===== config.mk =====
export PLATFORM = sky130hd
export DESIGN_NAME = acfg_bank
export DESIGN_NICKNAME = d
export VERILOG_FILES = /design/src/acfg_bank.v /design/src/acfg_sync.v /design/src/acfg_serial.v
export VERILOG_INCLUDE_DIRS = /design/src
export SDC_FILE = /design/constraint.sdc
export NUM_CORES = 1
export LEC_CHECK = 0
export CAP_MARGIN = 40
export CORE_MARGIN = 1.5
export CORE_UTILIZATION = 32
export CTS_CLUSTER_SIZE = 12
export DETAILED_ROUTE_END_ITERATION = 6
export DONT_BUFFER_PORTS = 1
export PLACE_DENSITY = 0.49
export SLEW_MARGIN = 20
export SYNTH_ARGS = -nofsm -noshare
export SYNTH_HDL_FRONTEND = slang
export SYNTH_SLANG_ARGS = --single-unit

===== constraint.sdc =====
create_clock -name clk -period 16.05 [get_ports clk]
set_input_delay 3.21 -clock clk [delete_from_list [all_inputs] [get_ports clk]]
set_output_delay 3.21 -clock clk [all_outputs]
set_load 0.02 [all_outputs]

===== src/acfg_regs.vh =====
`ifndef ACFG_REGS_VH
`define ACFG_REGS_VH
// register offsets on the serial configuration port
`define ACFG_ADDR_CONTROL 8'h00
`define ACFG_ADDR_SWING 8'h01
`define ACFG_ADDR_TEST_PATTERN 8'h25
`define ACFG_ADDR_DRIVE 8'h26
`define ACFG_ADDR_FORMAT 8'h3d
`define ACFG_ADDR_CUSTOM_HI 8'h3f
`define ACFG_ADDR_CUSTOM_LO 8'h40
`define ACFG_ADDR_INTERFACE 8'h41
`define ACFG_ADDR_FALL_LAT 8'h42
`define ACFG_ADDR_POWER 8'h43
`define ACFG_ADDR_HIGH_FREQ 8'h4a
`define ACFG_ADDR_PEDESTAL 8'hbf
`define ACFG_REG_RESET 8'h00
// test pattern codes
`define ACFG_PAT_NORMAL 3'h0
`define ACFG_PAT_ZEROS 3'h1
`define ACFG_PAT_ONES 3'h2
`define ACFG_PAT_TOGGLE 3'h3
`define ACFG_PAT_RAMP 3'h4
`define ACFG_PAT_CUSTOM 3'h5
// format and interface codes
`define ACFG_FMT_PIN 2'h0
`define ACFG_FMT_TWOS 2'h2
`define ACFG_FMT_OFFSET 2'h3
`define ACFG_IF_LVDS 2'h1
`define ACFG_IF_CMOS 2'h3
`define ACFG_SWING_ON 2'h3
// field positions
`define ACFG_CTRL_READOUT 0
`define ACFG_CTRL_SWRESET 1
`define ACFG_FMT_DC_EN 5
`define ACFG_IF_RISE_EN 3
`define ACFG_IF_FALL_EN 0
`define ACFG_FL_DIGITAL 3
`define ACFG_FL_SLEEP 2
`define ACFG_PWR_FULL_OFF 6
`define ACFG_PWR_OBUF_OFF 4
// datapath constants
`define ACFG_TOGGLE_A14 14'h1555
`define ACFG_TOGGLE_A12 14'h0555
`define ACFG_MASK12 14'h0fff
`define ACFG_MID_CODE 14'h2000
`define ACFG_NARROW_PRESCALE 2'h3
`define ACFG_DC_STEP_CYCLES 8'hff
`define ACFG_SPI_LAST_BIT 5'h0f
`define ACFG_SPI_ADDR_DONE 5'h07
`endif


===== src/acfg_bank.v =====
`include "acfg_regs.vh"

module acfg_bank (
  // sample clock and reset
  input wire clk,
  input wire sys_rst,
  // serial configuration pins
  input wire cfg_reset_pin,
  input wire cfg_sclk,
  input wire cfg_sen_n,
  input wire cfg_sdata,
  output reg cfg_sdout_q,
  // straps: [0] coding, [1] interface
  input wire [1:0] format_select_pin,
  input wire narrow_variant,
  // converter core
  input wire [13:0] core_sample,
  // capture side
  output reg [13:0] sample_data_q,
  output reg sample_data_oe_n_q,
  output reg forwarded_sample_clock_q,
  output reg forwarded_sample_clock_oe_n_q,
  // analog and pad controls
  output reg lvds_mode_q,
  output reg [1:0] rise_edge_position_q,
  output reg [1:0] fall_edge_position_q,
  output reg [1:0] forwarded_clock_drive_q,
  output reg [1:0] lvds_strength_q,
  output reg [5:0] lvds_swing_q,
  output reg core_power_down_q,
  output reg reference_power_down_q,
  output reg high_freq_boost_q
);

  // synchronised pins
  wire [6:0] pins_s;
  wire sclk_s;
  wire sen_n_s;
  wire sdata_s;
  wire rst_pin_s;
  wire [1:0] fmt_pin_s;
  wire narrow_s;

  acfg_sync #(
    .WIDTH(7)
  ) u_sync (
    .clk(clk),
    .sys_rst(sys_rst),
    .async_in({narrow_variant, format_select_pin, cfg_reset_pin, cfg_sdata, cfg_sen_n, cfg_sclk}),
    .sync_out(pins_s)
  );

  assign sclk_s = pins_s[0];
  assign sen_n_s = pins_s[1];
  assign sdata_s = pins_s[2];
  assign rst_pin_s = pins_s[3];
  assign fmt_pin_s = pins_s[5:4];
  assign narrow_s = pins_s[6];

  // register storage
  reg [7:0] control_q;
  reg [7:0] swing_q;
  reg [7:0] test_pattern_q;
  reg [7:0] lvds_drive_strength_q;
  reg [7:0] sample_format_control_q;
  reg [7:0] custom_pattern_high_q;
  reg [7:0] custom_pattern_low_q;
  reg [7:0] interface_and_rise_edge_q;
  reg [7:0] fall_edge_latency_standby_q;
  reg [7:0] power_down_swing_enable_q;
  reg [7:0] high_freq_performance_q;
  reg [7:0] offset_pedestal_setting_q;

  wire wr_stb;
  wire [7:0] wr_addr;
  wire [7:0] wr_data;
  wire [7:0] rd_addr;
  wire sdout;
  reg [7:0] rd_data;

  function [7:0] read_mux;
    input [7:0] addr;
    begin
      case (addr)
        `ACFG_ADDR_CONTROL: read_mux = control_q;
        `ACFG_ADDR_SWING: read_mux = swing_q;
        `ACFG_ADDR_TEST_PATTERN: read_mux = test_pattern_q;
        `ACFG_ADDR_DRIVE: read_mux = lvds_drive_strength_q;
        `ACFG_ADDR_FORMAT: read_mux = sample_format_control_q;
        `ACFG_ADDR_CUSTOM_HI: read_mux = custom_pattern_high_q;
        `ACFG_ADDR_CUSTOM_LO: read_mux = custom_pattern_low_q;
        `ACFG_ADDR_INTERFACE: read_mux = interface_and_rise_edge_q;
        `ACFG_ADDR_FALL_LAT: read_mux = fall_edge_latency_standby_q;
        `ACFG_ADDR_POWER: read_mux = power_down_swing_enable_q;
        `ACFG_ADDR_HIGH_FREQ: read_mux = high_freq_performance_q;
        `ACFG_ADDR_PEDESTAL: read_mux = offset_pedestal_setting_q;
        default: read_mux = 8'h00;
      endcase
    end
  endfunction

  always @*
  begin
    rd_data = read_mux(rd_addr);
  end

  acfg_serial u_serial (
    .clk(clk),
    .sys_rst(sys_rst),
    .sclk_s(sclk_s),
    .sen_n_s(sen_n_s),
    .sdata_s(sdata_s),
    .readout_en(control_q[`ACFG_CTRL_READOUT]),
    .rd_data(rd_data),
    .cur_addr(rd_addr),
    .wr_stb_q(wr_stb),
    .wr_addr_q(wr_addr),
    .wr_data_q(wr_data),
    .sdout_q(sdout)
  );

  // software reset bit self-clears by wiping the whole bank
  wire sw_reset;
  wire bank_clear;
  // while reading back only the control register accepts writes
  wire wr_ok;

  assign sw_reset = wr_stb && (wr_addr == `ACFG_ADDR_CONTROL) && wr_data[`ACFG_CTRL_SWRESET];
  assign bank_clear = rst_pin_s | sw_reset;
  assign wr_ok = wr_stb && (!control_q[`ACFG_CTRL_READOUT] || wr_addr == `ACFG_ADDR_CONTROL);

  always @(posedge clk or posedge sys_rst)
  begin
    if (sys_rst)
    begin
      control_q <= `ACFG_REG_RESET;
      swing_q <= `ACFG_REG_RESET;
      test_pattern_q <= `ACFG_REG_RESET;
      lvds_drive_strength_q <= `ACFG_REG_RESET;
      sample_format_control_q <= `ACFG_REG_RESET;
      custom_pattern_high_q <= `ACFG_REG_RESET;
      custom_pattern_low_q <= `ACFG_REG_RESET;
      interface_and_rise_edge_q <= `ACFG_REG_RESET;
      fall_edge_latency_standby_q <= `ACFG_REG_RESET;
      power_down_swing_enable_q <= `ACFG_REG_RESET;
      high_freq_performance_q <= `ACFG_REG_RESET;
      offset_pedestal_setting_q <= `ACFG_REG_RESET;
    end
    else if (bank_clear)
    begin
      control_q <= `ACFG_REG_RESET;
      swing_q <= `ACFG_REG_RESET;
      test_pattern_q <= `ACFG_REG_RESET;
      lvds_drive_strength_q <= `ACFG_REG_RESET;
      sample_format_control_q <= `ACFG_REG_RESET;
      custom_pattern_high_q <= `ACFG_REG_RESET;
      custom_pattern_low_q <= `ACFG_REG_RESET;
      interface_and_rise_edge_q <= `ACFG_REG_RESET;
      fall_edge_latency_standby_q <= `ACFG_REG_RESET;
      power_down_swing_enable_q <= `ACFG_REG_RESET;
      high_freq_performance_q <= `ACFG_REG_RESET;
      offset_pedestal_setting_q <= `ACFG_REG_RESET;
    end
    else if (wr_ok)
    begin
      case (wr_addr)
        `ACFG_ADDR_CONTROL: control_q <= {7'h00, wr_data[`ACFG_CTRL_READOUT]};
        `ACFG_ADDR_SWING: swing_q <= {wr_data[7:2], 2'h0};
        `ACFG_ADDR_TEST_PATTERN: test_pattern_q <= wr_data;
        `ACFG_ADDR_DRIVE: lvds_drive_strength_q <= {6'h00, wr_data[1:0]};
        `ACFG_ADDR_FORMAT: sample_format_control_q <= {wr_data[7:5], 5'h00};
        `ACFG_ADDR_CUSTOM_HI: custom_pattern_high_q <= wr_data;
        `ACFG_ADDR_CUSTOM_LO: custom_pattern_low_q <= {wr_data[7:2], 2'h0};
        `ACFG_ADDR_INTERFACE: interface_and_rise_edge_q <= wr_data;
        `ACFG_ADDR_FALL_LAT: fall_edge_latency_standby_q <= {wr_data[7:6], 2'h0, wr_data[3:2], 2'h0};
        `ACFG_ADDR_POWER: power_down_swing_enable_q <= {1'b0, wr_data[6], 1'b0, wr_data[4], 2'h0, wr_data[1:0]};
        `ACFG_ADDR_HIGH_FREQ: high_freq_performance_q <= {7'h00, wr_data[0]};
        `ACFG_ADDR_PEDESTAL: offset_pedestal_setting_q <= {wr_data[7:2], 2'h0};
        default: control_q <= control_q;
      endcase
    end
  end

  // decoded controls
  wire [2:0] pattern_sel;
  wire digital_path_enable;
  wire dc_cancel_enable;
  wire light_sleep;
  wire full_power_off;
  wire output_buffer_off;
  wire [13:0] custom_word;
  wire lvds_sel;
  wire twos_sel;

  assign pattern_sel = test_pattern_q[2:0];
  assign digital_path_enable = fall_edge_latency_standby_q[`ACFG_FL_DIGITAL];
  assign dc_cancel_enable = sample_format_control_q[`ACFG_FMT_DC_EN];
  assign light_sleep = fall_edge_latency_standby_q[`ACFG_FL_SLEEP];
  assign full_power_off = power_down_swing_enable_q[`ACFG_PWR_FULL_OFF];
  assign output_buffer_off = power_down_swing_enable_q[`ACFG_PWR_OBUF_OFF];
  assign custom_word = {custom_pattern_high_q, custom_pattern_low_q[7:2]};

  assign lvds_sel = (interface_and_rise_edge_q[7:6] == `ACFG_IF_LVDS) ? 1'b1 :
                    (interface_and_rise_edge_q[7:6] == `ACFG_IF_CMOS) ? 1'b0 : ~fmt_pin_s[1];
  assign twos_sel = (sample_format_control_q[7:6] == `ACFG_FMT_TWOS) ? 1'b1 :
                    (sample_format_control_q[7:6] == `ACFG_FMT_OFFSET) ? 1'b0 :
                    (sample_format_control_q[7:6] == `ACFG_FMT_PIN) ? fmt_pin_s[0] : 1'b0;

  // ramp generator
  reg [13:0] ramp_q;
  reg [1:0] prescale_q;

  always @(posedge clk or posedge sys_rst)
  begin
    if (sys_rst)
    begin
      ramp_q <= 14'h0000;
      prescale_q <= 2'h0;
    end
    else if (pattern_sel != `ACFG_PAT_RAMP)
    begin
      ramp_q <= 14'h0000;
      prescale_q <= 2'h0;
    end
    else if (narrow_s)
    begin
      prescale_q <= prescale_q + 2'h1;
      if (prescale_q == `ACFG_NARROW_PRESCALE)
        ramp_q <= (ramp_q + 14'h0001) & `ACFG_MASK12;
    end
    else
    begin
      ramp_q <= ramp_q + 14'h0001;
    end
  end

  reg toggle_q;

  always @(posedge clk or posedge sys_rst)
  begin
    if (sys_rst)
      toggle_q <= 1'b0;
    else
      toggle_q <= ~toggle_q;
  end

  // offset correction: sign-driven estimate, slow on purpose so noise averages out
  reg [13:0] dc_est_q;
  reg [7:0] dc_div_q;
  wire [13:0] dc_target;
  wire [13:0] corrected;

  assign dc_target = `ACFG_MID_CODE + {{8{offset_pedestal_setting_q[7]}}, offset_pedestal_setting_q[7:2]};
  assign corrected = core_sample - dc_est_q;

  always @(posedge clk or posedge sys_rst)
  begin
    if (sys_rst)
    begin
      dc_est_q <= 14'h0000;
      dc_div_q <= 8'h00;
    end
    else if (!(dc_cancel_enable && digital_path_enable))
    begin
      dc_est_q <= 14'h0000;
      dc_div_q <= 8'h00;
    end
    else
    begin
      dc_div_q <= dc_div_q + 8'h01;
      if (dc_div_q == `ACFG_DC_STEP_CYCLES)
      begin
        if ($signed(corrected - dc_target) > 0)
          dc_est_q <= dc_est_q + 14'h0001;
        else if ($signed(corrected - dc_target) < 0)
          dc_est_q <= dc_est_q - 14'h0001;
      end
    end
  end

  // source selection
  reg [13:0] word14;
  reg [13:0] word_out;

  always @*
  begin
    word14 = core_sample;
    if (digital_path_enable)
    begin
      case (pattern_sel)
        `ACFG_PAT_NORMAL: word14 = dc_cancel_enable ? corrected : core_sample;
        `ACFG_PAT_ZEROS: word14 = 14'h0000;
        `ACFG_PAT_ONES: word14 = 14'h3fff;
        `ACFG_PAT_TOGGLE: word14 = toggle_q ? ~`ACFG_TOGGLE_A14 : `ACFG_TOGGLE_A14;
        `ACFG_PAT_RAMP: word14 = ramp_q;
        `ACFG_PAT_CUSTOM: word14 = custom_word;
        default: word14 = core_sample;
      endcase
    end
    // conversions are offset binary; two's complement flips the msb
    if (twos_sel && (!digital_path_enable || pattern_sel == `ACFG_PAT_NORMAL))
      word14 = {~word14[13], word14[12:0]};
    word_out = word14;
    if (narrow_s)
    begin
      // narrow part uses bits 13 to 2
      word_out = {2'h0, word14[13:2]};
      if (digital_path_enable && pattern_sel == `ACFG_PAT_TOGGLE)
        word_out = toggle_q ? (~`ACFG_TOGGLE_A12 & `ACFG_MASK12) : `ACFG_TOGGLE_A12;
      if (digital_path_enable && pattern_sel == `ACFG_PAT_RAMP)
        word_out = ramp_q & `ACFG_MASK12;
    end
  end

  // output stage and decoded pad controls, all registered
  wire pads_off;
  assign pads_off = output_buffer_off | light_sleep | full_power_off;

  always @(posedge clk or posedge sys_rst)
  begin
    if (sys_rst)
    begin
      sample_data_q <= 14'h0000;
      sample_data_oe_n_q <= 1'b1;
      forwarded_sample_clock_q <= 1'b0;
      forwarded_sample_clock_oe_n_q <= 1'b1;
      lvds_mode_q <= 1'b0;
      rise_edge_position_q <= 2'h0;
      fall_edge_position_q <= 2'h0;
      forwarded_clock_drive_q <= 2'h0;
      lvds_strength_q <= 2'h0;
      lvds_swing_q <= 6'h00;
      core_power_down_q <= 1'b0;
      reference_power_down_q <= 1'b0;
      high_freq_boost_q <= 1'b0;
      cfg_sdout_q <= 1'b0;
    end
    else
    begin
      sample_data_q <= pads_off ? 14'h0000 : word_out;
      sample_data_oe_n_q <= pads_off;
      // one forwarded edge per sample word
      forwarded_sample_clock_q <= pads_off ? 1'b0 : ~forwarded_sample_clock_q;
      forwarded_sample_clock_oe_n_q <= pads_off;
      lvds_mode_q <= lvds_sel;
      // rise enable; code meaning depends on lvds_mode
      rise_edge_position_q <= interface_and_rise_edge_q[`ACFG_IF_RISE_EN] ? interface_and_rise_edge_q[2:1] : 2'h0;
      // fall enable; code meaning depends on lvds_mode
      fall_edge_position_q <= interface_and_rise_edge_q[`ACFG_IF_FALL_EN] ? fall_edge_latency_standby_q[7:6] : 2'h0;
      forwarded_clock_drive_q <= interface_and_rise_edge_q[5:4];
      lvds_strength_q <= lvds_drive_strength_q[1:0];
      lvds_swing_q <= (power_down_swing_enable_q[1:0] == `ACFG_SWING_ON) ? swing_q[7:2] : 6'h00;
      core_power_down_q <= light_sleep | full_power_off;
      reference_power_down_q <= full_power_off;
      high_freq_boost_q <= high_freq_performance_q[0];
      cfg_sdout_q <= sdout;
    end
  end

endmodule


===== src/acfg_sync.v =====
// two-stage synchroniser for levels arriving from outside the clock domain
module acfg_sync #(
  parameter WIDTH = 1
) (
  // clock and reset
  input wire clk,
  input wire sys_rst,
  // levels
  input wire [WIDTH-1:0] async_in,
  output reg [WIDTH-1:0] sync_out
);

  reg [WIDTH-1:0] meta_q;

  always @(posedge clk or posedge sys_rst)
  begin
    if (sys_rst)
    begin
      meta_q <= {WIDTH{1'b0}};
      sync_out <= {WIDTH{1'b0}};
    end
    else
    begin
      meta_q <= async_in;
      sync_out <= meta_q;
    end
  end

endmodule


===== src/acfg_serial.v =====
// serial configuration port: 8 address bits then 8 data bits, msb first
module acfg_serial (
  // clock and reset
  input wire clk,
  input wire sys_rst,
  // synchronised serial pins
  input wire sclk_s,
  input wire sen_n_s,
  input wire sdata_s,
  // register side
  input wire readout_en,
  input wire [7:0] rd_data,
  output wire [7:0] cur_addr,
  output reg wr_stb_q,
  output reg [7:0] wr_addr_q,
  output reg [7:0] wr_data_q,
  output reg sdout_q
);

  reg sclk_prev_q;
  reg [4:0] bit_cnt_q;
  reg [15:0] shift_q;
  reg [7:0] out_sh_q;
  reg load_q;
  wire sclk_rise;
  wire sclk_fall;

  assign sclk_rise = sclk_s & ~sclk_prev_q;
  assign sclk_fall = ~sclk_s & sclk_prev_q;
  assign cur_addr = shift_q[7:0];

  always @(posedge clk or posedge sys_rst)
  begin
    if (sys_rst)
    begin
      sclk_prev_q <= 1'b0;
      bit_cnt_q <= 5'h00;
      shift_q <= 16'h0000;
      out_sh_q <= 8'h00;
      load_q <= 1'b0;
      wr_stb_q <= 1'b0;
      wr_addr_q <= 8'h00;
      wr_data_q <= 8'h00;
      sdout_q <= 1'b0;
    end
    else
    begin
      sclk_prev_q <= sclk_s;
      wr_stb_q <= 1'b0;
      load_q <= 1'b0;
      // address is complete one cycle after the eighth rise
      if (load_q)
        out_sh_q <= rd_data;
      if (sen_n_s)
        bit_cnt_q <= 5'h00;
      else if (sclk_rise)
      begin
        shift_q <= {shift_q[14:0], sdata_s};
        bit_cnt_q <= bit_cnt_q + 5'h01;
        if (bit_cnt_q == `ACFG_SPI_ADDR_DONE)
          load_q <= 1'b1;
        if (bit_cnt_q == `ACFG_SPI_LAST_BIT)
        begin
          wr_stb_q <= 1'b1;
          wr_addr_q <= shift_q[14:7];
          wr_data_q <= {shift_q[6:0], sdata_s};
        end
      end
      else if (sclk_fall && readout_en && bit_cnt_q > `ACFG_SPI_ADDR_DONE)
      begin
        sdout_q <= out_sh_q[7];
        out_sh_q <= {out_sh_q[6:0], 1'b0};
      end
    end
  end

endmodule


==> flow_metrics.py, run 1 <==
metrics = {
    "status": {
        "status": "finished, violations left",
        "violations": "DRC",
    },
    "cts": {
        "post_cts_buffers": 0,
        "clockBufferDepth": 2,
        "hold_buffers": 0,
        "numCtsBuffers": 17,
        "h-tree-depth": 4,
        "cts_tree": "built",
        "clk_pin_slew_ns": 0.08,
        "cts_resized": 0,
        "cts_sinks": 193,
        "cts-root-buf": "clkbuf_16",
        "clock_latency_ns": 0.46,
    },
    "synth": {
        "syn_inst": 1102,
        "synth_edf_count": 0,
        "syn_nets": 1185,
        "ys_ff_latch": 193,
        "ys.flop_type": "dfrtp_1",
        "async_reset_ff_share_pct": 100,
        "yosys-top-cells-area": "dfrtp_1, ha_1, mux2_2, o21ai_0, nand2_1",
        "syn_area_sq_um": 10800,
        "yosys.area.top_type_share_pct": 44.6,
        "syn_avg_cell_area_sq_um": 9.77,
        "synth_cell_type_count": 77,
        "ys_warn_count": 0,
        "seq_area_frac_synth_pct": 44.9,
        "synth.largest_area_cell": "dfrtp_1",
    },
    "timing": {
        "fin_tns_setup_ns": 0,
        "max_freq_mhz": 108,
        "grt_setup_unrepaired": "no",
        "tightest_slew_ns": 0.821,
        "relSlewSlack_pct": 45.1,
        "slew_viol_final": 0,
        "min_period_over_period_pct": 58.0,
        "fin_skew_ns": 0.0177,
        "setup_viol": 0,
        "final-hold-violation-count": 0,
        "fin_crit_ns": 9.30,
    },
    "place": {
        "gp_congestion": 0.832,
        "portBuffers": 0,
        "postPlaceCellArea_sq_um": 11300,
        "dp.final_hpwl_mm": 21.1,
        "placed_cells": 1510,
    },
    "grt": {
        "grt_use_total_pct": 16.9,
        "overflow": 0,
        "grt_pass1_vias": 7898,
        "grt_start_max_net_pins": 118,
        "antenna_found_initial": 0,
        "grt_pass1_wl_mm": 46.4,
    },
    "routing": {
        "first_pass_iters": 7,
        "viasPerCell": 5.26,
        "drt_iter0_markers": 571,
        "drc": 3,
        "num_vias": 8137,
        "antenna_left": 0,
        "routed_wl_mm": 28.7,
        "detail_route.wl_per_cell_microns": 18.6,
    },
    "floorplanning": {
        "core-area_sq_um": 32800,
        "start_util_pct": 32.8,
        "io_pins": 59,
        "rows": 66,
        "dieArea_sq_um": 34700,
        "die_y_microns": 186,
        "die_w_microns": 186,
    },
    "power": {
        "p_leak_nw": 5.08,
        "pwr-share-clk_pct": 38.3,
        "power_switching_uw": 363,
        "comb_power_share_pct": 16.9,
        "swShare_pct": 31.1,
        "p_int_uw": 806,
        "seq_power_share_pct": 44.8,
        "p_per_area_nw_per_um2": 98.1,
        "peakVddDrop_mv": 0.0787,
    },
    "flow_run": {
        "drv_cap": 0,
    },
    "cells_and_area": {
        "drive_gt1_share_pct": 11.0,
        "syn2layout_area_growth_pct": 10.7,
        "fin_cells": 1546,
        "final_common_cell": "dfrtp_1",
        "antenna_cells": 0,
        "final_cell_mix": "dfrtp_1, nand2_1, o21ai_0, nor2_1, ha_1",
        "nNetsFinal": 1174,
        "fin_area_sq_um": 11900,
    },
    "critical_path": {
        "cp-end-kind": "register",
        "startpoint": "core_sample[0]",
        "crit_fanout": 15,
        "crit_type": "primary input to register",
        "crit_arrival_ns": 9.68,
        "reg2reg_from": "dc_est_q[0]$_DFFE_PP0P_",
        "cp-start-kind": "primary input",
        "critical_path_required_ns": 16.43,
    },
    "worst_hold_path": {
        "min_from": "u_sync.meta_q[0]$_DFF_PP0_",
        "min-delay-path-class": "register to register",
    },
}
## logic make-up (layout without fill, tap and decap cells)
logic type	count (synthesis)	count (layout)	share of synthesized area, %
AO/OA/AOI/OAI	286	286	17.6
XOR/XNOR	47	47	3.82
adder cells (fa/ha/maj)	60	60	7.18
buffers and inverters	94	96	3.58
flip-flops	193	193	44.9
multiplexers	70	70	7.16
AND/OR/NAND/NOR	352	352	15.8
## final timing paths
check	cells after the start	endpoint	slack (ns)
worst max-delay path	27	dc_est_q[13]$_DFFE_PP0P_	6.75
worst min-delay path	0	u_sync.sync_out[0]$_DFF_PP0_	0.35
worst min register to register	0	u_sync.sync_out[0]$_DFF_PP0_	0.35
worst max register to register	26	dc_est_q[13]$_DFFE_PP0P_	9.01
min in group asynchronous	1	control_q[0]$_DFFE_PP0P_	2.51
max in group asynchronous	3	forwarded_sample_clock_oe_n_q$_DFF_PP1_	12.57
## flip-flops by register name, indices dropped and copies added (netlist names), 4 cells and up
name,count
u_serial.shift_q,15
dc_est_q,14
ramp_q,14
sample_data_q,14
custom_pattern_high_q,8
dc_div_q,8
interface_and_rise_edge_q,8
test_pattern_q,8
u_serial.out_sh_q,8
u_serial.wr_addr_q,8
u_serial.wr_data_q,8
u_sync.meta_q,7
u_sync.sync_out,7
custom_pattern_low_q,6
lvds_swing_q,6
offset_pedestal_setting_q,6
swing_q,6
u_serial.bit_cnt_q,5
fall_edge_latency_standby_q,4
power_down_swing_enable_q,4
## per-layer routing
metal,part of all wire (%),global-route usage [%]
met1,48,23.6
met3,4.3,3.14
met4,1.4,4.94
met5,0,0
met2,46,26.7
## power groups by stage
stage,clock [mW],sequential (mW),combinational [mW]
6_report,0.447,0.524,0.198
5_1_grt,0.483,0.527,0.220
4_1_cts,0.462,0.524,0.196
3_5_place_dp,0,0.534,0.194
3_3_place_gp,0,0.534,0.194
2_1_floorplan,0,0.521,0.161
## cell type report
class	instances	area [sq um]
Clock inverter	15	181
Inverter	49	191
Timing Repair Buffer	15	174
Tap cell	442	553
Fill cell	3338	20900
Sequential cell	193	4830
Multi-Input combinational cell	815	5560
Clock buffer	17	425
## metrics by stage
stage	setup WS, ns	hold slack [ns]	util [%]	total power, mW
2_1_floorplan	7.27	0.331	-	0.682
3_3_place_gp	6.54	0.335	34.1	0.727
3_5_place_dp	6.37	0.336	34.3	0.728
4_1_cts	6.77	0.354	36.2	1.18
5_1_grt	6.28	0.359	36.4	1.23
6_report	6.75	0.352	36.4	1.17
## worst max-delay path: stages
cell and delay, ns:
inv_1 0.02, ha_1 0.24, fa_1 0.42, nor2b_1 0.12, o21ai_0 0.10, a21boi_0 0.21, o21ai_0 0.14, a21oi_1 0.32
a31oi_1 0.16, xnor2_1 0.30, ha_1 0.30, ha_1 0.38, a211oi_1 0.21, o21ai_0 0.13, a2111oi_0 0.39, nor2b_1 0.19
nand4b_1 0.17, nand2_1 0.51, ha_1 0.41, a21oi_1 0.15, nand2_1 0.09, a221o_1 0.38, a41oi_1 0.27, a21oi_1 0.14
a31o_2 0.28, o31ai_1 0.25, mux2i_1 0.21
## Yosys cell counts, types with 4 or more instances
cell      count
a21oi_1      47
nor3_1       15
nor2_1       84
nand2b_1     12
mux2i_1      23
ha_1         57
or2_2         9
a222oi_1      4
nand4_1      15
a21boi_0      4
a221o_1      11
xor2_1       23
nor2b_1      11
o21a_1       23
and2_1       17
mux2_2       46
o31ai_1       7
xnor2_1      24
a221oi_1      6
nand3_1      30
a22oi_1       7
o21ai_0      95
buf_2         4
o22ai_1      12
clkbuf_1     35
a22o_1        4
or3_1         8
a21o_1        9
dfrtp_1     192
a31oi_1       6
a211oi_1     10
inv_1        49
nor4_1        4
and3_1       14
nand2_1     116
Power figures use the tool's default switching activity.
==> run 2, diff against run 1 <==
--- a/config.mk
+++ b/config.mk
@@ -6,13 +6,14 @@
 export SDC_FILE = /design/constraint.sdc
 export NUM_CORES = 1
 export LEC_CHECK = 0
+export ABC_AREA = 1
 export CAP_MARGIN = 40
 export CORE_MARGIN = 1.5
 export CORE_UTILIZATION = 32
 export CTS_CLUSTER_SIZE = 12
 export DETAILED_ROUTE_END_ITERATION = 6
 export DONT_BUFFER_PORTS = 1
-export PLACE_DENSITY = 0.49
+export PLACE_DENSITY = 0.5
 export SLEW_MARGIN = 20
 export SYNTH_ARGS = -nofsm -noshare
 export SYNTH_HDL_FRONTEND = slang
==> constraint.sdc (replaced) <==
create_clock -name clk -period 8.3 [get_ports clk]
set_input_delay 1.66 -clock clk [delete_from_list [all_inputs] [get_ports clk]]
set_output_delay 1.66 -clock clk [all_outputs]
set_load 0.02 [all_outputs]
==> run 2 against run 1 <==
Global-route usage increased by 0.61 points. Clock power increased by 96%. First-iteration DRC count increased by 15%. Largest cell class unchanged. Largest power group unchanged. The flow now finishes without violations. Highest routed layer unchanged. Synthesized area about the same. Core utilization about the same. Via count increased by 11%.
==> flow_metrics.py, run 2 <==
metrics = {
    "status": {
        "status": "finished, final reports clean",
    },
    "cts": {
        "clockBufferDepth": 2,
        "numCtsBuffers": 17,
        "cts_tree": "built",
        "clk_pin_slew_ns": 0.07,
        "cts-root-buf": "clkbuf_16",
        "cts_resized": 0,
        "clock_latency_ns": 0.46,
        "post_cts_buffers": 0,
        "cts_sinks": 193,
        "h-tree-depth": 4,
        "hold_buffers": 0,
    },
    "routing": {
        "first_pass_iters": 5,
        "viasPerCell": 5.00,
        "drc": 0,
        "routed_wl_mm": 29.5,
        "drt_iter0_markers": 655,
        "antenna_left": 0,
        "num_vias": 9002,
        "detail_route.wl_per_cell_microns": 16.4,
    },
    "synth": {
        "syn_area_sq_um": 10800,
        "async_reset_ff_share_pct": 100,
        "yosysMostFrequentCell": "nand2_1",
        "yosys.area.top_type_share_pct": 44.7,
        "syn_inst": 1350,
        "synth_cell_type_count": 50,
        "yosys-top-cells-area": "dfrtp_1, nand2_1, o21ai_0, ha_1, inv_1",
        "seq_area_frac_synth_pct": 44.9,
        "ys_ff_latch": 193,
        "ys.flop_type": "dfrtp_1",
        "synth.largest_area_cell": "dfrtp_1",
        "syn_avg_cell_area_sq_um": 7.97,
        "synth_edf_count": 0,
        "syn_nets": 1433,
        "ys_warn_count": 0,
        "yosys-top-cells-count": "nand2_1, dfrtp_1, inv_1, o21ai_0, nor2_1",
    },
    "grt": {
        "grt_start_max_net_pins": 79,
        "antenna_found_initial": 0,
        "overflow": 0,
        "grt_pass1_vias": 8641,
        "grt_pass1_wl_mm": 48.2,
        "grt_use_total_pct": 17.5,
    },
    "power": {
        "seq_power_share_pct": 45.2,
        "comb_power_share_pct": 14.6,
        "p_per_area_nw_per_um2": 183,
        "peakVddDrop_mv": 0.157,
        "p_leak_nw": 5.47,
        "power_switching_uw": 677,
        "swShare_pct": 31.0,
        "p_int_mw": 1.50,
        "pwr-share-clk_pct": 40.2,
    },
    "cells_and_area": {
        "largest_reg_flops": 15,
        "fin_area_sq_um": 11900,
        "fin_cells": 1801,
        "final_cell_mix": "nand2_1, dfrtp_1, inv_1, o21ai_0, nor2_1",
        "fillCellCount": 3472,
        "antenna_cells": 0,
        "nNetsFinal": 1429,
        "top_register": "u_serial.shift_q",
        "drive_gt1_share_pct": 6.03,
        "final_common_cell": "nand2_1",
        "syn2layout_area_growth_pct": 10.7,
    },
    "timing": {
        "grt_setup_unrepaired": "no",
        "tightest_slew_ns": 0.827,
        "fin_tns_setup_ns": 0,
        "hold_slack_ns": 0.349,
        "setup_viol": 0,
        "min_period_over_period_pct": 79.6,
        "max_freq_mhz": 151,
        "final-hold-violation-count": 0,
        "fin_skew_ns": 0.0133,
        "relSlewSlack_pct": 44.8,
        "slew_viol_final": 0,
        "fin_crit_ns": 6.60,
        "worst_slack_ns": 1.70,
    },
    "floorplanning": {
        "io_pins": 59,
        "start_util_pct": 32.8,
        "die_y_microns": 186,
        "rows": 66,
        "core-area_sq_um": 32800,
        "die_w_microns": 186,
        "dieArea_sq_um": 34700,
    },
    "place": {
        "dp.final_hpwl_mm": 22.7,
        "gp_congestion": 0.894,
        "portBuffers": 0,
        "placed_cells": 1769,
        "dp_slack_ns": 1.26,
        "postPlaceCellArea_sq_um": 11300,
    },
    "critical_path": {
        "critPathTopFamily": "simple AND/OR/NAND/NOR gates",
        "rr_endpoint": "dc_est_q[12]$_DFFE_PP0P_",
        "crit_arrival_ns": 6.97,
        "cp-start-kind": "primary input",
        "crit_type": "primary input to register",
        "reg2reg_from": "dc_est_q[0]$_DFFE_PP0P_",
        "slowest_stage": "nand2_1",
        "critPathBufInv": 3,
        "rrSetupSlack_ns": 2.48,
        "r2r_cells": 34,
        "cp-end-kind": "register",
        "critical_path_required_ns": 8.66,
        "crit_fanout": 17,
        "crit_top_cell": "nand2_1",
        "critPathMaxStageDelay_ns": 0.54,
    },
    "worst_hold_path": {
        "min-delay-path-class": "register to register",
        "min_from": "u_sync.meta_q[1]$_DFF_PP0_",
        "whs_endpoint": "u_sync.sync_out[1]$_DFF_PP0_",
        "min_path_cells": 0,
    },
    "flow_run": {
        "drv_cap": 0,
    },
}
[run 2: cell types whose count changed after synthesis, sizes merged, moves of 14 or more]
cell    change
nand2     +200
a21oi      +33
inv       +131
and2       -17
and3       -14
clkbuf     -18
nand3      +44
mux2       -46
o21a       -19
nor2       +29
xnor2      -15
mux2i      -23
o21ai      +72
[run 2: worst register-to-register path: cells and delay by family (launching register included)]
kind | cells | cell delay (ns)
simple gates | 18 | 2.08
fa+ha+maj | 5 | 1.64
flops | 1 | 0.45
compound gates | 8 | 1.29
xor+xnor | 1 | 0.12
buf+inv | 2 | 0.17
[run 2: metrics by stage]
| step | util (%) | total power, mW |
|---|---|---|
| floorplan | - | 1.24 |
| global placement | 34.2 | 1.32 |
| detailed placement | 34.4 | 1.32 |
| CTS | 36.3 | 2.20 |
| global route | 36.3 | 2.29 |
| finish | 36.3 | 2.18 |
[run 2: per-layer routing]
metal	global-route usage (%)	up-vias	share of wire (%)
met2	27.8	190	46
met3	3.16	33	4.0
met5	0	-	0
li1	-	4476	-
met1	24.4	4303	48
met4	5.22	0	1.8
[run 2: layout make-up]
type                    instances  area (sq um)  area share, %
repair buffers                  5          85.1          0.715
well taps                     442           553           4.64
inverters                     181           687           5.77
clock inverters                15           206           1.73
clock buffers                  17           425           3.57
multi-input cells             948          5120           43.0
flip-flops and latches        193          4830           40.6
[run 2: power groups by stage]
stage	Sequential [mW]	Clock, mW	Combinational, mW
finish	0.985	0.876	0.318
global route	0.989	0.936	0.366
CTS	0.986	0.901	0.318
detailed placement	1.00	0	0.316
global placement	1.00	0	0.311
floorplan	0.998	0	0.244
[run 2: kinds of logic (layout without fill, tap and decap cells)]
kind of cell / count (synthesis) / count (layout) / share of synthesized area [%]
AOI/OAI and AO/OA: 316 / 316 / 16.9
xor gates and xnor gates: 22 / 22 / 1.79
adders and majority gates: 60 / 60 / 7.19
buffers and inverters: 209 / 218 / 7.55
DFF: 193 / 193 / 44.9
and+or+nand+nor: 550 / 550 / 21.7
[run 2: how the worst max path moves through the flow]
stage,from,endpoint,slack (ns),depth (start not counted)
2_1_floorplan,sys_rst,cfg_sdout_q$_DFF_PP0_,1.39,1
6_report,core_sample[0],dc_est_q[12]$_DFFE_PP0P_,1.70,35
3_5_place_dp,core_sample[0],dc_est_q[12]$_DFFE_PP0P_,1.26,35
4_1_cts,core_sample[0],dc_est_q[12]$_DFFE_PP0P_,1.72,35
3_3_place_gp,core_sample[0],dc_est_q[12]$_DFFE_PP0P_,1.41,35
5_1_grt,core_sample[0],dc_est_q[12]$_DFFE_PP0P_,0.97,34
==> run 3, diff against run 2 <==
--- a/config.mk
+++ b/config.mk
@@ -6,7 +6,7 @@
 export SDC_FILE = /design/constraint.sdc
 export NUM_CORES = 1
 export LEC_CHECK = 0
-export ABC_AREA = 1
+export ABC_AREA = 0
 export CAP_MARGIN = 40
 export CORE_MARGIN = 1.5
 export CORE_UTILIZATION = 32
==> constraint.sdc (replaced) <==
create_clock -name clk -period 5.54 [get_ports clk]
set_input_delay 1.108 -clock clk [delete_from_list [all_inputs] [get_ports clk]]
set_output_delay 1.108 -clock clk [all_outputs]
set_load 0.02 [all_outputs]
==> run 3 against run 2 <==
The run now ends with setup timing left. Sequential share of layout area fell by 4.0 points. Sequential power is 54% higher. Via count fell by 3.4%. Sequential cell count is the same. Clock skew fell by 0.0041 ns. Cell count down 6.9%. First-iteration DRC count fell by 11%. Combinational power grew to 2.9 times the previous value. Die area barely moved.
==> flow_metrics.py, run 3 (synthesis results as in run 1) <==
metrics = {
    "grt": {
        "top_usage_layer": "met2",
        "overflow": 0,
        "grt_use_total_pct": 18.0,
        "antenna_found_initial": 0,
        "grt_util_met3_pct": 4.01,
        "met2_usage_pct": 27.9,
        "grt_start_max_net_pins": 105,
        "globalRouteMet1Util_pct": 24.7,
        "grt_pass1_vias": 8403,
        "grt_pass1_wl_mm": 48.7,
    },
    "timing": {
        "max_freq_mhz": 171,
        "slew_viol_final": 0,
        "fin_crit_ns": 5.85,
        "grt_setup_unrepaired": "yes",
        "tightest_slew_ns": 0.822,
        "fin_skew_ns": 0.00927,
        "min_period_over_period_pct": 106,
        "worst_slack_ns": -0.307,
        "relSlewSlack_pct": 45.0,
        "final-hold-violation-count": 0,
        "setup_viol": 5,
    },
    "routing": {
        "first_pass_iters": 5,
        "viasPerCell": 5.19,
        "detail_route.wl_per_cell_microns": 18.3,
        "drt_iter0_markers": 583,
        "num_vias": 8697,
        "drc": 0,
        "routed_wl_mm": 30.6,
        "antenna_left": 0,
    },
    "critical_path": {
        "crit_arrival_ns": 6.22,
        "rr_endpoint": "dc_est_q[13]$_DFFE_PP0P_",
        "crit_fanout": 8,
        "critPathMaxStageDelay_ns": 0.40,
        "rrSetupSlack_ns": -0.12,
        "critical_path_required_ns": 5.91,
        "slowest_stage": "ha_1",
        "cp-start-kind": "primary input",
        "cp-end-kind": "register",
        "reg2reg_from": "dc_est_q[0]$_DFFE_PP0P_",
        "crit_type": "primary input to register",
        "r2r_cells": 26,
    },
    "cts": {
        "hold_buffers": 0,
        "cts_sinks": 193,
        "cts-root-buf": "clkbuf_16",
        "cts_tree": "built",
        "numCtsBuffers": 17,
        "clockBufferDepth": 2,
        "clk_pin_slew_ns": 0.07,
        "clock_latency_ns": 0.45,
        "h-tree-depth": 4,
    },
    "cells_and_area": {
        "final_util_pct": 40.3,
        "top_register": "u_serial.shift_q",
        "drive_gt1_share_pct": 24.4,
        "final_cell_mix": "dfrtp_1, buf_4, nand2_1, o21ai_0, nor2_1",
        "antenna_cells": 0,
        "fin_area_sq_um": 13200,
        "final_common_cell": "dfrtp_1",
        "largest_reg_flops": 15,
        "syn2layout_area_growth_pct": 22.8,
        "nNetsFinal": 1304,
    },
    "power": {
        "seq_power_share_pct": 41.6,
        "swShare_pct": 30.6,
        "power_switching_mw": 1.12,
        "comb_power_share_pct": 25.0,
        "p_leak_nw": 5.72,
        "pwr-share-clk_pct": 33.4,
        "p_per_area_nw_per_um2": 276,
        "p_int_mw": 2.53,
        "fin_total_pwr_mw": 3.65,
        "peakVddDrop_mv": 0.227,
    },
    "worst_hold_path": {
        "min-delay-path-class": "register to register",
        "min_from": "u_sync.meta_q[6]$_DFF_PP0_",
        "min_path_cells": 0,
        "whs_endpoint": "u_sync.sync_out[6]$_DFF_PP0_",
    },
    "place": {
        "dp_slack_ns": -0.899,
        "portBuffers": 0,
        "dp.final_hpwl_mm": 22.6,
        "postPlaceCellArea_sq_um": 12300,
        "gp_congestion": 0.897,
    },
    "flow_run": {
        "drv_cap": 0,
    },
    "floorplanning": {
        "rows": 66,
        "io_pins": 59,
        "start_util_pct": 32.8,
        "dieArea_sq_um": 34700,
        "die_w_microns": 186,
        "die_y_microns": 186,
        "core-area_sq_um": 32800,
    },
    "status": {
        "status": "finished, violations left",
        "violations": "setup timing",
    },
}
## run 3: cell types whose count changed in the layout (fill, tap and decap cells not counted), moves of 41 or more
cell and delta:
mux2_2 +46, a21oi_1 -42, nand2_1 -193, o21ai_0 -59, nand3_1 -41, inv_1 -130
buf_4 +134
## run 3: repair_timing
item                                    CTS  global route
cloned                                    0             1
endpoints found under the setup margin    8            14
buffers inserted                         16            10
pin swaps                                12            14
resized for setup                         9            30
## run 3: how the worst max path moves through the flow
stage	startpoint	endpoint	depth (start not counted)	slack (ns)
2_1_floorplan	core_sample[0]	dc_est_q[13]$_DFFE_PP0P_	28	-0.51
3_3_place_gp	core_sample[0]	dc_est_q[13]$_DFFE_PP0P_	28	-0.76
3_5_place_dp	core_sample[0]	dc_est_q[13]$_DFFE_PP0P_	28	-0.90
4_1_cts	core_sample[0]	dc_est_q[13]$_DFFE_PP0P_	27	-0.39
5_1_grt	core_sample[0]	dc_est_q[13]$_DFFE_PP0P_	28	-0.54
6_report	core_sample[0]	dc_est_q[13]$_DFFE_PP0P_	27	-0.31
## run 3: power groups by stage
stage               clock network (mW)  logic, mW  registers (mW)
floorplan                            0      0.519            1.51
global placement                     0      0.803            1.55
detailed placement                   0      0.812            1.55
CTS                               1.27      0.846            1.52
global route                      1.33       1.00            1.53
finish                            1.22      0.912            1.52
## run 3: metal layers
metal | vias to the layer above | part of all wire [%]
met5 | - | 0
met4 | 0 | 2.0
met3 | 30 | 4.7
met2 | 197 | 46
met1 | 4265 | 47
li1 | 4205 | -
## run 3: critical path, delay by kind of cell
kind | cells | cell delay, ns
AOI/OAI and AO/OA | 13 | 2.42
adders and majority gates | 5 | 1.32
and+or+nand+nor | 5 | 0.84
muxes | 1 | 0.21
buffers and inverters | 2 | 0.16
xor gates and xnor gates | 1 | 0.16
## run 3: layout make-up
cell class	count	area, sq um
multi-input cells	815	5880
clock inverters	13	123
inverters	49	203
well taps	442	553
repair buffers	145	1180
fillers	3279	19600
clock buffers	19	453
flip-flops and latches	193	4830
## run 3: stage by stage
step                TNS [ns]  cells  hold slack (ns)
floorplan              -2.20   1102            0.331
global placement       -5.13   1616            0.334
detailed placement     -6.22   1619            0.336
CTS                    -3.54   1667            0.353
global route           -2.77   1676            0.356
finish                -0.905   1676            0.350
